<file path="src/power_switch_ctrl_pkg.sv">
// shared constants and types of the control pin block
`default_nettype none
package power_switch_ctrl_pkg;

    // ******************************************
    // sizes
    // ******************************************
    localparam int NUM_CHANNELS = 8;
    localparam int ADDR_W = 5;
    localparam int DATA_W = 32;
    localparam int SYNC_STAGES = 2;

    // ******************************************
    // register byte offsets
    // ******************************************
    localparam logic [ADDR_W-1:0] OFS_OUT_CTRL = 5'h00;
    localparam logic [ADDR_W-1:0] OFS_INPUT_A_MAP = 5'h04;
    localparam logic [ADDR_W-1:0] OFS_INPUT_B_MAP = 5'h08;
    localparam logic [ADDR_W-1:0] OFS_INPUT_LEVEL = 5'h0c;
    localparam logic [ADDR_W-1:0] OFS_MODE_STATUS = 5'h10;

    // ******************************************
    // values after reset
    // ******************************************
    localparam logic [7:0] RST_OUT_CTRL = 8'h00;
    localparam logic [7:0] RST_INPUT_A_MAP = 8'h04;
    localparam logic [7:0] RST_INPUT_B_MAP = 8'h08;
    localparam logic [1:0] RST_INPUT_LEVEL = 2'h0;
    localparam logic [DATA_W-1:0] READ_ZERO = 32'h0000_0000;

    // ******************************************
    // field positions
    // ******************************************
    localparam int LEVEL_A_BIT = 0;
    localparam int LEVEL_B_BIT = 1;

    // ******************************************
    // operating modes, one-hot
    // ******************************************
    typedef enum logic [2:0] {
        MODE_NORMAL = 3'b001,
        MODE_LIMP = 3'b010,
        MODE_SLEEP = 3'b100
    } mode_t;

    // ******************************************
    // avalon request carrier
    // ******************************************
    typedef struct packed {
        logic read;
        logic write;
        logic [ADDR_W-1:0] address;
        logic [DATA_W-1:0] writedata;
    } av_req_t;

endpackage
`default_nettype wire

</file>
<file path="src/pin_sync.sv">
// two flop synchroniser for asynchronous pins
`default_nettype none
module pin_sync
    import power_switch_ctrl_pkg::*;
#(
    parameter int WIDTH = 3
) (
    // clock and reset
    input wire logic i_core_clk,
    input wire logic i_rst_n,
    // pins and synchronised levels
    input wire logic [WIDTH-1:0] i_pins,
    output logic [WIDTH-1:0] o_levels
);

    logic [WIDTH-1:0] meta_r;
    logic [WIDTH-1:0] level_r;

    // first stage feeds only the second stage
    always_ff @(posedge i_core_clk or negedge i_rst_n) begin
        if (!i_rst_n) begin
            meta_r <= '0;
            level_r <= '0;
        end else begin
            meta_r <= i_pins;
            level_r <= meta_r;
        end
    end

    assign o_levels = level_r;

endmodule
`default_nettype wire

</file>
<file path="src/bus_handshake.sv">
// avalon waitrequest sequencer, one wait cycle per access
`default_nettype none
module bus_handshake (
    // clock and reset
    input wire logic i_core_clk,
    input wire logic i_rst_n,
    // request strobes
    input wire logic i_read,
    input wire logic i_write,
    // handshake
    output logic o_waitrequest,
    output logic o_accept,
    output logic o_prefetch
);

    logic ack_r;
    logic busy;

    assign busy = i_read | i_write;
    // first cycle of a request prepares read data
    assign o_prefetch = busy & ~ack_r;
    // second cycle completes it
    assign o_accept = busy & ack_r;
    assign o_waitrequest = busy & ~ack_r;

    // ack alternates so every access takes exactly two cycles
    always_ff @(posedge i_core_clk or negedge i_rst_n) begin
        if (!i_rst_n) begin
            ack_r <= 1'b0;
        end else begin
            ack_r <= o_prefetch;
        end
    end

endmodule
`default_nettype wire

</file>
<file path="src/power_switch_ctrl.sv">
// control pins, input mapping and idle mode logic of the power switch
//
// Added by the designer: the register offsets and the Avalon-MM slave port.
`default_nettype none
module power_switch_ctrl
    import power_switch_ctrl_pkg::*;
#(
    parameter int CHANNELS = NUM_CHANNELS
) (
    // clock and reset
    input wire logic i_core_clk,
    input wire logic i_rst_n,

    // asynchronous control pins
    input wire logic i_direct_input_a,
    input wire logic i_direct_input_b,
    input wire logic i_idle,
    input wire logic i_supply_ok,

    // avalon-mm register slave
    input wire av_req_t i_av_req,
    output logic o_av_waitrequest,
    output logic [DATA_W-1:0] o_av_readdata,

    // channel drive and power control
    output logic [CHANNELS-1:0] o_channel_drive,
    output logic o_uv_detect_en,
    output logic o_serial_out_oe_n,
    output logic [2:0] o_mode
);

    // ******************************************
    // helper functions
    // ******************************************

    // channels asserted by one input through its map
    function automatic logic [CHANNELS-1:0] mapped_drive(
        input logic [CHANNELS-1:0] map,
        input logic level
    );
        mapped_drive = map & {CHANNELS{level}};
    endfunction

    // byte field of a write, zero extended on read
    function automatic logic [DATA_W-1:0] widen(
        input logic [CHANNELS-1:0] value
    );
        widen = {{(DATA_W-CHANNELS){1'b0}}, value};
    endfunction

    // ******************************************
    // pin synchronisation
    // ******************************************

    logic [3:0] pin_levels;
    logic input_a_level;
    logic input_b_level;
    logic idle_level;
    logic supply_level;

    // all pins pass two flops before anything looks at them
    pin_sync #(
        .WIDTH(4)
    ) u_pin_sync (
        .i_core_clk(i_core_clk),
        .i_rst_n(i_rst_n),
        .i_pins({i_supply_ok, i_idle, i_direct_input_b,
            i_direct_input_a}),
        .o_levels(pin_levels)
    );

    assign input_a_level = pin_levels[0];
    assign input_b_level = pin_levels[1];
    assign idle_level = pin_levels[2];
    assign supply_level = pin_levels[3];

    // ******************************************
    // operating mode
    // ******************************************

    mode_t mode_r;
    mode_t mode_nxt;
    logic any_input_high;

    assign any_input_high = input_a_level | input_b_level;

    // the host is trusted to hold idle long enough, so no
    // debounce filter sits here; a glitch is only 2 flops deep
    always_comb begin
        mode_nxt = mode_r;
        case (mode_r)
            MODE_NORMAL: begin
                if (!idle_level && any_input_high) begin
                    mode_nxt = MODE_LIMP;
                end else if (!idle_level) begin
                    mode_nxt = MODE_SLEEP;
                end
            end
            MODE_LIMP: begin
                if (idle_level) begin
                    mode_nxt = MODE_NORMAL;
                end else if (!any_input_high) begin
                    mode_nxt = MODE_SLEEP;
                end
            end
            MODE_SLEEP: begin
                // wake waits for the synchronised idle level
                if (idle_level) begin
                    mode_nxt = MODE_NORMAL;
                end else if (any_input_high) begin
                    mode_nxt = MODE_LIMP;
                end
            end
            default: begin
                mode_nxt = MODE_SLEEP;
            end
        endcase
    end

    // come out of reset asleep until idle or a direct input is seen high
    always_ff @(posedge i_core_clk or negedge i_rst_n) begin
        if (!i_rst_n) begin
            mode_r <= MODE_SLEEP;
        end else begin
            mode_r <= mode_nxt;
        end
    end

    logic in_normal;
    logic in_limp;
    logic in_sleep;

    assign in_normal = (mode_r == MODE_NORMAL);
    assign in_limp = (mode_r == MODE_LIMP);
    assign in_sleep = (mode_r == MODE_SLEEP);

    // ******************************************
    // register clear and bus gating
    // ******************************************

    logic regs_clear;
    logic bus_open;

    // idle low or a lost supply forces defaults every cycle
    assign regs_clear = ~idle_level | ~supply_level;
    // answer outside sleep, so limp home can still read levels
    assign bus_open = ~in_sleep & supply_level;

    // ******************************************
    // bus handshake
    // ******************************************

    logic bus_accept;
    logic bus_prefetch;

    // a refused access still completes so the master never hangs
    bus_handshake u_bus_handshake (
        .i_core_clk(i_core_clk),
        .i_rst_n(i_rst_n),
        .i_read(i_av_req.read),
        .i_write(i_av_req.write),
        .o_waitrequest(o_av_waitrequest),
        .o_accept(bus_accept),
        .o_prefetch(bus_prefetch)
    );

    // ******************************************
    // address decode
    // ******************************************

    logic hit_out_ctrl;
    logic hit_map_a;
    logic hit_map_b;
    logic hit_level;
    logic hit_mode;

    assign hit_out_ctrl = (i_av_req.address == OFS_OUT_CTRL);
    assign hit_map_a = (i_av_req.address == OFS_INPUT_A_MAP);
    assign hit_map_b = (i_av_req.address == OFS_INPUT_B_MAP);
    assign hit_level = (i_av_req.address == OFS_INPUT_LEVEL);
    assign hit_mode = (i_av_req.address == OFS_MODE_STATUS);

    logic wr_ok;
    logic wr_out_ctrl;
    logic wr_map_a;
    logic wr_map_b;

    // writes land on the completing edge and only when open
    assign wr_ok = bus_accept & i_av_req.write & bus_open;
    assign wr_out_ctrl = wr_ok & hit_out_ctrl;
    assign wr_map_a = wr_ok & hit_map_a;
    assign wr_map_b = wr_ok & hit_map_b;

    // ******************************************
    // software registers
    // ******************************************

    logic [CHANNELS-1:0] out_ctrl_r;
    logic [CHANNELS-1:0] input_a_channel_map_r;
    logic [CHANNELS-1:0] input_b_channel_map_r;
    logic [CHANNELS-1:0] wr_byte;

    assign wr_byte = i_av_req.writedata[CHANNELS-1:0];

    // serial output control bits
    always_ff @(posedge i_core_clk or negedge i_rst_n) begin
        if (!i_rst_n) begin
            out_ctrl_r <= RST_OUT_CTRL;
        end else if (regs_clear) begin
            out_ctrl_r <= RST_OUT_CTRL;
        end else if (wr_out_ctrl) begin
            out_ctrl_r <= wr_byte;
        end
    end

    // channel map of input a
    always_ff @(posedge i_core_clk or negedge i_rst_n) begin
        if (!i_rst_n) begin
            input_a_channel_map_r <= RST_INPUT_A_MAP;
        end else if (regs_clear) begin
            input_a_channel_map_r <= RST_INPUT_A_MAP;
        end else if (wr_map_a) begin
            input_a_channel_map_r <= wr_byte;
        end
    end

    // channel map of input b
    always_ff @(posedge i_core_clk or negedge i_rst_n) begin
        if (!i_rst_n) begin
            input_b_channel_map_r <= RST_INPUT_B_MAP;
        end else if (regs_clear) begin
            input_b_channel_map_r <= RST_INPUT_B_MAP;
        end else if (wr_map_b) begin
            input_b_channel_map_r <= wr_byte;
        end
    end

    // ******************************************
    // input level monitor
    // ******************************************

    logic [1:0] input_level_monitor_r;

    // tracks the pins in every mode, limp home included
    always_ff @(posedge i_core_clk or negedge i_rst_n) begin
        if (!i_rst_n) begin
            input_level_monitor_r <= RST_INPUT_LEVEL;
        end else begin
            input_level_monitor_r[LEVEL_A_BIT] <= input_a_level;
            input_level_monitor_r[LEVEL_B_BIT] <= input_b_level;
        end
    end

    // ******************************************
    // read data
    // ******************************************

    logic [DATA_W-1:0] rd_sel;
    logic [DATA_W-1:0] rd_word;
    logic [DATA_W-1:0] readdata_r;

    // unmapped offsets read as zero
    assign rd_sel = hit_out_ctrl ? widen(out_ctrl_r) :
        hit_map_a ? widen(input_a_channel_map_r) :
        hit_map_b ? widen(input_b_channel_map_r) :
        hit_level ? {30'h0, input_level_monitor_r} :
        hit_mode ? {29'h0, mode_r} :
        READ_ZERO;
    // a refused read returns zero instead of register state
    assign rd_word = bus_open ? rd_sel : READ_ZERO;

    // captured one cycle early so it stands on the completing edge
    always_ff @(posedge i_core_clk or negedge i_rst_n) begin
        if (!i_rst_n) begin
            readdata_r <= READ_ZERO;
        end else if (bus_prefetch && i_av_req.read) begin
            readdata_r <= rd_word;
        end
    end

    assign o_av_readdata = readdata_r;

    // ******************************************
    // channel drive
    // ******************************************

    logic [CHANNELS-1:0] normal_drive;
    logic [CHANNELS-1:0] limp_drive;
    logic [CHANNELS-1:0] drive_nxt;
    logic [CHANNELS-1:0] drive_r;

    // serial bits or-ed with every mapped input
    assign normal_drive = out_ctrl_r
        | mapped_drive(input_a_channel_map_r, input_a_level)
        | mapped_drive(input_b_channel_map_r, input_b_level);
    // limp home uses fixed default maps, never programmed ones
    assign limp_drive =
        mapped_drive(RST_INPUT_A_MAP, input_a_level)
        | mapped_drive(RST_INPUT_B_MAP, input_b_level);
    // sleep switches every channel off
    assign drive_nxt = in_normal ? normal_drive :
        in_limp ? limp_drive : '0;

    // registered so the power stage never sees decode glitches
    always_ff @(posedge i_core_clk or negedge i_rst_n) begin
        if (!i_rst_n) begin
            drive_r <= '0;
        end else begin
            drive_r <= drive_nxt;
        end
    end

    assign o_channel_drive = drive_r;

    // ******************************************
    // power and serial pin control
    // ******************************************

    logic uv_en_r;
    logic so_oe_n_r;

    // detectors off and data output released only in sleep
    always_ff @(posedge i_core_clk or negedge i_rst_n) begin
        if (!i_rst_n) begin
            uv_en_r <= 1'b1;
            so_oe_n_r <= 1'b1;
        end else begin
            uv_en_r <= ~(mode_nxt == MODE_SLEEP);
            so_oe_n_r <= (mode_nxt == MODE_SLEEP);
        end
    end

    assign o_uv_detect_en = uv_en_r;
    assign o_serial_out_oe_n = so_oe_n_r;
    assign o_mode = mode_r;

endmodule
`default_nettype wire

</file>
<file path="config.mk">
export PLATFORM = sky130hd
export DESIGN_NAME = power_switch_ctrl
export DESIGN_NICKNAME = d
export VERILOG_FILES = /design/src/power_switch_ctrl_pkg.sv /design/src/pin_sync.sv /design/src/bus_handshake.sv /design/src/power_switch_ctrl.sv
export SDC_FILE = /design/constraint.sdc
export NUM_CORES = 1
export LEC_CHECK = 0
export BUFFER_PORTS_ARGS = -buffer_cell sky130_fd_sc_hd__clkbuf_2
export CAP_MARGIN = 30
export CORE_ASPECT_RATIO = 0.5
export CORE_MARGIN = 3
export CORE_UTILIZATION = 48
export DETAILED_ROUTE_END_ITERATION = 16
export PLACE_DENSITY = 0.79
export SETUP_SLACK_MARGIN = 0.2
export SYNTH_ARGS = -nofsm -noshare
export SYNTH_HDL_FRONTEND = slang
export SYNTH_SLANG_ARGS = --single-unit
export TNS_END_PERCENT = 20
</file>
<file path="constraint.sdc">
create_clock -name i_core_clk -period 2.6 [get_ports i_core_clk]
set_input_delay 0.26 -clock i_core_clk [delete_from_list [all_inputs] [get_ports i_core_clk]]
set_output_delay 0.26 -clock i_core_clk [all_outputs]
set_load 0.01 [all_outputs]
</file>
==> results of run 1 <==
-- worst register-to-register path, cell delays in order (launching register included) --
cell and delay, ns:
sky130_fd_sc_hd__dfstp_2 0.62, sky130_fd_sc_hd__nor3b_2 0.60, sky130_fd_sc_hd__nor4_4 0.11, sky130_fd_sc_hd__buf_4 0.23, sky130_fd_sc_hd__mux2i_1 0.17, sky130_fd_sc_hd__nor2_1 0.06
-- stage by stage --
stage | setup WS [ns] | power, uW
global placement | 0.760 | 1350
detailed placement | 0.720 | 1370
CTS | 0.700 | 1860
global route | 0.602 | 1940
floorplan | 0.833 | 1260
finish | 0.683 | 1840
-- cell families after synthesis --
logic type	share of synthesized area, %
xor+xnor	0.340
compound gates	10.8
mux	9.32
other cells	0.145
simple gates	16.0
flops	54.6
buf+inv	8.74
-- per-layer routing --
metal	track usage, %	wire, um	vias to the layer above
li1	-	-	875
met1	27.3	2510	890
met2	26.6	2420	67
met3	3.34	385	2
met4	3.73	22	0
met5	0	0	-
-- how the worst max path moves through the flow --
stage,from,endpoint,slack (ns),cells after the start
floorplan,o_mode[1],input_a_channel_map_r[0],0.83,5
global placement,i_av_req[36],input_b_channel_map_r[7],0.76,6
detailed placement,i_av_req[36],input_b_channel_map_r[1],0.72,6
CTS,o_mode[2],input_b_channel_map_r[1],0.70,5
global route,o_mode[2],input_b_channel_map_r[0],0.60,5
finish,o_mode[2],input_b_channel_map_r[2],0.68,5
-- cells in the final DEF, fill, tap and decap left out, types with 2 or more instances in the layout --
master	netlist	final
sky130_fd_sc_hd__nand2_1	9	9
sky130_fd_sc_hd__and2_1	2	2
sky130_fd_sc_hd__a211oi_1	2	2
sky130_fd_sc_hd__a22oi_1	2	2
sky130_fd_sc_hd__clkbuf_8	0	7
sky130_fd_sc_hd__nor2_1	39	39
sky130_fd_sc_hd__nor3b_1	4	4
sky130_fd_sc_hd__nor3_1	5	5
sky130_fd_sc_hd__a21oi_1	2	2
sky130_fd_sc_hd__nor2b_1	6	6
sky130_fd_sc_hd__conb_1	1	24
sky130_fd_sc_hd__dfstp_2	5	5
sky130_fd_sc_hd__dfrtp_1	51	51
sky130_fd_sc_hd__nand2b_1	3	3
sky130_fd_sc_hd__nor4_4	3	3
sky130_fd_sc_hd__o22ai_1	5	5
sky130_fd_sc_hd__a31oi_1	3	3
sky130_fd_sc_hd__inv_1	2	2
sky130_fd_sc_hd__clkbuf_2	0	42
sky130_fd_sc_hd__o31ai_1	2	2
sky130_fd_sc_hd__o21ai_0	17	17
sky130_fd_sc_hd__buf_4	24	7
sky130_fd_sc_hd__a221oi_1	8	8
sky130_fd_sc_hd__mux2i_1	24	24
-- flip-flops by register name, summed over array words and instances (netlist names) --
name                   count
input_a_channel_map_r      8
input_b_channel_map_r      8
o_av_readdata              8
o_channel_drive            8
out_ctrl_r                 8
u_pin_sync.meta_r          4
u_pin_sync.o_levels        4
o_mode                     3
input_level_monitor_r      2
o_serial_out_oe_n          1
o_uv_detect_en             1
u_bus_handshake.ack_r      1
-- layout make-up --
type / instances / area [um^2] / share of cell area (%)
Tap cell: 70 / 87.6 / 3.02
Timing Repair Buffer: 49 / 263 / 9.07
Inverter: 2 / 7.51 / 0.259
Sequential cell: 56 / 1410 / 48.6
Multi-Input combinational cell: 169 / 1030 / 35.6
Clock buffer: 8 / 100 / 3.46
-- power breakdown --
part           leakage (uW)  internal, uW  total, uW  switching (uW)
Clock             0.0000515           243        496             252
Sequential         0.000737           946       1020            69.3
Combinational      0.000501           122        331             209
Total               0.00129          1310       1840             530
==> parameters.txt, run 1 <==
Parameter                              Value

Synthesis
  Synthesized area per cell ... 10.9 um^2
  Dominant cells by area after synthesis ... sky130_fd_sc_hd__dfrtp_1 50%, sky130_fd_sc_hd__mux2i_1 9.3%, sky130_fd_sc_hd__buf_4 7.0%
  Dominant cell by count in the synthesized netlist ... sky130_fd_sc_hd__dfrtp_1
  Count of synthesis-stage warnings from yosys ... 0
  Post-synth top area cell ... sky130_fd_sc_hd__dfrtp_1
  Count of flip-flops with a built-in enable after synthesis ... 0
  Count of different cell masters after synthesis ... 34
  Post-synthesis sequential area ratio ... 54.6%
  Synth Register Bits ... 56
  Synth top area share ... 49.5%
  Gate Count Post-Synth ... 236
  Cell area after synthesis ... 2580 um^2
  Share of flip-flops with an asynchronous set or reset ... 100%
  Main flop type after synthesis ... sky130_fd_sc_hd__dfrtp_1
  Most numerous cell types in the synthesized netlist ... 51 x sky130_fd_sc_hd__dfrtp_1, 39 x sky130_fd_sc_hd__nor2_1, 24 x sky130_fd_sc_hd__buf_4, 24 x sky130_fd_sc_hd__mux2i_1, 17 x sky130_fd_sc_hd__o21ai_0

Floorplan
  Number of I/O pins ... 91
  Die Area ... 6340 um^2
  Horizontal die dimension ... 110 um
  Die Ht ... 57.8 um
  Number of placement rows ... 18
  Starting Density ... 51.1%
  Core outline area ... 5040 um^2

Place
  Count of buffers inserted at the top-level ports ... 42
  Post-DP Area ... 2800 um^2
  Placed insts ... 346
  HPWL after detailed placement ... 3990 um
  Gpl congestion ... 0.964

STA
  Setup TNS ... 0 ns
  Hold Vio Cnt, Final ... 0
  Share of the clock period used by the worst path after layout ... 73.7%
  RSZ-0062 raised after global routing ... false
  Period minus WS final ... 1.92 ns
  Smallest hold slack ... 0.0624 ns
  Worst setup skew after layout ... 0.00587 ns
  Measured slew at the worst slew-check pin ... 0.830 ns
  Maximum operating frequency ... 522 MHz
  Final setup viols ... 0
  Max Transition Viols Final ... 0
  Max-slew headroom at the worst pin ... 44.6%

Critical path
  Largest fanout of any net on the critical path ... 9
  Data arrival time of the worst path ... 2.07 ns
  Startpoint-to-endpoint class of the critical path ... flip-flop to flip-flop
  Delay contributed by the slowest stage of the critical path ... 0.62 ns
  Reg2reg end ... input_b_channel_map_r[2]
  Reg2Reg Setup Slack ... 0.68 ns
  Req. time, crit path ... 2.75 ns
  Critical path buffer and inverter count ... 1
  Largest delay share family, worst path ... simple AND/OR/NAND/NOR gates
  Worst reg2reg startpoint ... o_mode[2]
  Slowest stage cell on the critical path ... sky130_fd_sc_hd__dfstp_2
  Kind of launch point of the worst setup path ... flip-flop
  Cells on worst reg2reg path ... 5
  Critical Path Sink Type ... flip-flop
  Critical path, cell by cell ... nor3b_2 -> nor4_4 -> buf_4 -> mux2i_1 -> nor2_1

Clock tree
  Buffer cell driving the clock tree root ... sky130_fd_sc_hd__clkbuf_8
  Number of buffers inserted to repair setup after CTS ... 0
  Post-CTS Resized ... 0
  Clock transition time at the flip-flop clock pins of the worst setup and hold paths ... 0.09 ns
  Clock Sinks ... 56
  Clock tree from TritonCTS ... done
  Total number of H-tree levels ... 2
  Count of hold buffers inserted by post-cts repair ... 0
  Maximum buffer depth of the clock tree ... 2
  Clock buffer count from CTS ... 5
  Clock latency on the worst-skew pair ... 0.30 ns

Drt
  Total DRC errors in the routed layout ... 0
  Drt total wl ... 5330 um
  Via total after detailed routing ... 1834
  Antenna Nets Post-Route ... 0
  Total iterations of the first detailed-routing run ... 4
  Via density per instance ... 5.18
  Starting DRT DRC Count ... 123
  Routed length per placed instance ... 15.1 um

Finish
  Total of fill cells in the finished design ... 433
  Post-Layout Inst Area ... 2900 um^2
  Final Instance Count excl. Fillers ... 354
  Layout-stage area growth over the synthesis result ... 12.4%
  Number of diodes added for antenna fixing ... 0
  Post-route core utilization ... 57.4%
  Fraction of final layout cells sized beyond drive strength 1 ... 23.2%
  Total Nets Final ... 328

Global routing
  Wire length of the first global-routing pass ... 8740 um
  Number of global-route vias before repair ... 1731
  Maximum number of pins on one net before global-route repair ... 57
  GRT Total Usage ... 17.8%
  Number of antenna violations at the first check in global routing ... 0
  Sum of overflow across all layers after global routing ... 0

Power
  Leak ... 0.00129 uW
  Power per Cell Area ... 636 nW/um^2
  Worst ir drop on vdd ... 0.000314 V

Hold path
  Hold wc startpoint ... i_direct_input_b
  Sink of the worst hold path ... u_pin_sync.meta_r[1]
  Number of instances on the worst hold path ... 1
  Worst hold path type ... input port to flip-flop

Run
  Max-cap violations ... 0

Outcome
  Outcome ... finished clean
Power figures use the tool's default switching activity.
==> inputs of run 2 (changes only) <==
CORE_UTILIZATION = 45   (was 48)
PLACE_DENSITY = 0.78   (was 0.79)
clock period = 1.65 ns   (was 2.6 ns; I/O delays follow)
==> parameters.txt, run 2 (synthesized netlist as in run 1, its figures left out) <==
Parameter                              Value

Outcome
  Outcome ... finished clean

STA
  Setup TNS ... 0 ns
  Hold Vio Cnt, Final ... 0
  Measured slew at the worst slew-check pin ... 0.564 ns
  Share of the clock period used by the worst path after layout ... 93.6%
  Worst setup skew after layout ... 0.00357 ns
  Max-slew headroom at the worst pin ... 62.3%
  Max Transition Viols Final ... 0
  RSZ-0062 raised after global routing ... true
  Final setup viols ... 0
  Period minus WS final ... 1.54 ns
  Maximum operating frequency ... 648 MHz
  Smallest hold slack ... 0.153 ns

Place
  Placed insts ... 362
  Gpl congestion ... 0.893
  Count of buffers inserted at the top-level ports ... 42
  HPWL after detailed placement ... 4350 um
  Post-DP Area ... 2930 um^2

Global routing
  Number of antenna violations at the first check in global routing ... 0
  Wire length of the first global-routing pass ... 9710 um
  Number of global-route vias before repair ... 1920
  Sum of overflow across all layers after global routing ... 0
  Maximum number of pins on one net before global-route repair ... 23
  GRT Total Usage ... 19.1%

Finish
  Final Instance Count excl. Fillers ... 377
  Total of fill cells in the finished design ... 418
  Most common cell after layout, fill and taps aside ... sky130_fd_sc_hd__dfrtp_1
  Highest-count cells in the layout ignoring fill and taps ... 51 x sky130_fd_sc_hd__dfrtp_1, 42 x sky130_fd_sc_hd__clkbuf_2, 39 x sky130_fd_sc_hd__nor2_1, 24 x sky130_fd_sc_hd__conb_1, 23 x sky130_fd_sc_hd__mux2i_1
  Post-Layout Inst Area ... 3210 um^2
  Number of diodes added for antenna fixing ... 0
  Layout-stage area growth over the synthesis result ... 24.5%
  Post-route core utilization ... 61.4%
  Fraction of final layout cells sized beyond drive strength 1 ... 29.0%
  Total Nets Final ... 351

Hold path
  Number of instances on the worst hold path ... 3
  Worst hold path type ... input port to flip-flop

Critical path
  Data arrival time of the worst path ... 1.72 ns
  Start point of the critical path ... o_mode[2]
  Worst reg2reg startpoint ... o_mode[2]
  Critical Path Sink Type ... flip-flop
  Largest fanout of any net on the critical path ... 8
  Reg2reg end ... out_ctrl_r[4]
  Startpoint-to-endpoint class of the critical path ... flip-flop to flip-flop
  Req. time, crit path ... 1.83 ns
  Cells on worst reg2reg path ... 6
  Setup crit end ... out_ctrl_r[4]
  Kind of launch point of the worst setup path ... flip-flop
  Reg2Reg Setup Slack ... 0.11 ns

Clock tree
  Buffer cell driving the clock tree root ... sky130_fd_sc_hd__clkbuf_16
  Total number of H-tree levels ... 2
  Clock buffer count from CTS ... 5
  Clock transition time at the flip-flop clock pins of the worst setup and hold paths ... 0.07 ns
  Clock tree from TritonCTS ... done
  Clock latency on the worst-skew pair ... 0.29 ns
  Clock Sinks ... 56
  Maximum buffer depth of the clock tree ... 2

Floorplan
  Number of placement rows ... 18
  Core outline area ... 5230 um^2
  Starting Density ... 49.3%
  Horizontal die dimension ... 113 um
  Number of I/O pins ... 91
  Die Area ... 6730 um^2
  Die Ht ... 59.5 um

Drt
  Via total after detailed routing ... 1961
  Total DRC errors in the routed layout ... 0
  Via density per instance ... 5.20
  Routed length per placed instance ... 15.6 um
  Drt total wl ... 5870 um
  Starting DRT DRC Count ... 107
  Uppermost metal layer occupied by signal nets ... met4
  Sum of met2 wire segment lengths after detailed routing ... 2770 um
  Antenna Nets Post-Route ... 0
  Total iterations of the first detailed-routing run ... 5
  Length of routed met3 wiring ... 561 um
  Met1 Wirelength ... 2460 um

Power
  Leak ... 0.00144 uW
  Worst ir drop on vdd ... 0.000637 V
  Power per Cell Area ... 1070 nW/um^2

Run
  Max-cap violations ... 0
run 2: repair_timing:
item / 4_1_cts / 5_1_grt
pin swaps: 0 / 3
hold buffers: 5 / 0
gates cloned: 0 / 0
setup endpoints to repair: 32 / 38
hold endpoints to repair: 21 / 0
setup buffers: 1 / 1
resized for setup: 5 / 7
run 2: critical path, stage by stage, from the launching register on:
cell	delay [ns]
sky130_fd_sc_hd__dfstp_2	0.37
sky130_fd_sc_hd__nor3b_4	0.15
sky130_fd_sc_hd__buf_12	0.14
sky130_fd_sc_hd__nor4_4	0.30
sky130_fd_sc_hd__buf_12	0.18
sky130_fd_sc_hd__mux2i_4	0.23
sky130_fd_sc_hd__nor2_1	0.05
run 2: layer usage:
layer  GRT usage [%]  up-vias
met5               0        -
met4            7.19        0
met3            4.08       11
met2            31.0       95
met1            25.6      927
li1                -      928
run 2: worst min path at each step:
stage / slack [ns] / start / to
finish: 0.15 / i_av_req[37] / u_bus_handshake.ack_r
global route: 0.16 / i_av_req[6] / input_b_channel_map_r[6]
CTS: 0.15 / i_av_req[37] / u_bus_handshake.ack_r
detailed placement: 0.15 / i_rst_n / u_pin_sync.meta_r[0]
global placement: 0.14 / i_rst_n / u_pin_sync.meta_r[0]
floorplan: -0.13 / i_rst_n / input_a_channel_map_r[0]
run 2: layout make-up:
type	instances	area (um^2)	share of cell area, %
sequential	56	1410	43.9
tap	70	87.6	2.73
clock inverter	1	7.51	0.234
multi-input combinational	169	1080	33.5
timing repair buffer	72	480	15.0
inverter	2	7.51	0.234
clock buffer	7	143	4.44
run 2: where the power goes:
part           internal, uW  switching, uW
registers              1490           59.3
logic                   370            449
clock network           605            451
run 2: metrics by stage:
step / setup slack, ns / power [uW]
floorplan: -0.0185 / 1980
global placement: -0.0988 / 2210
detailed placement: -0.116 / 2240
CTS: 0.140 / 3390
global route: 0.0187 / 3610
finish: 0.106 / 3420
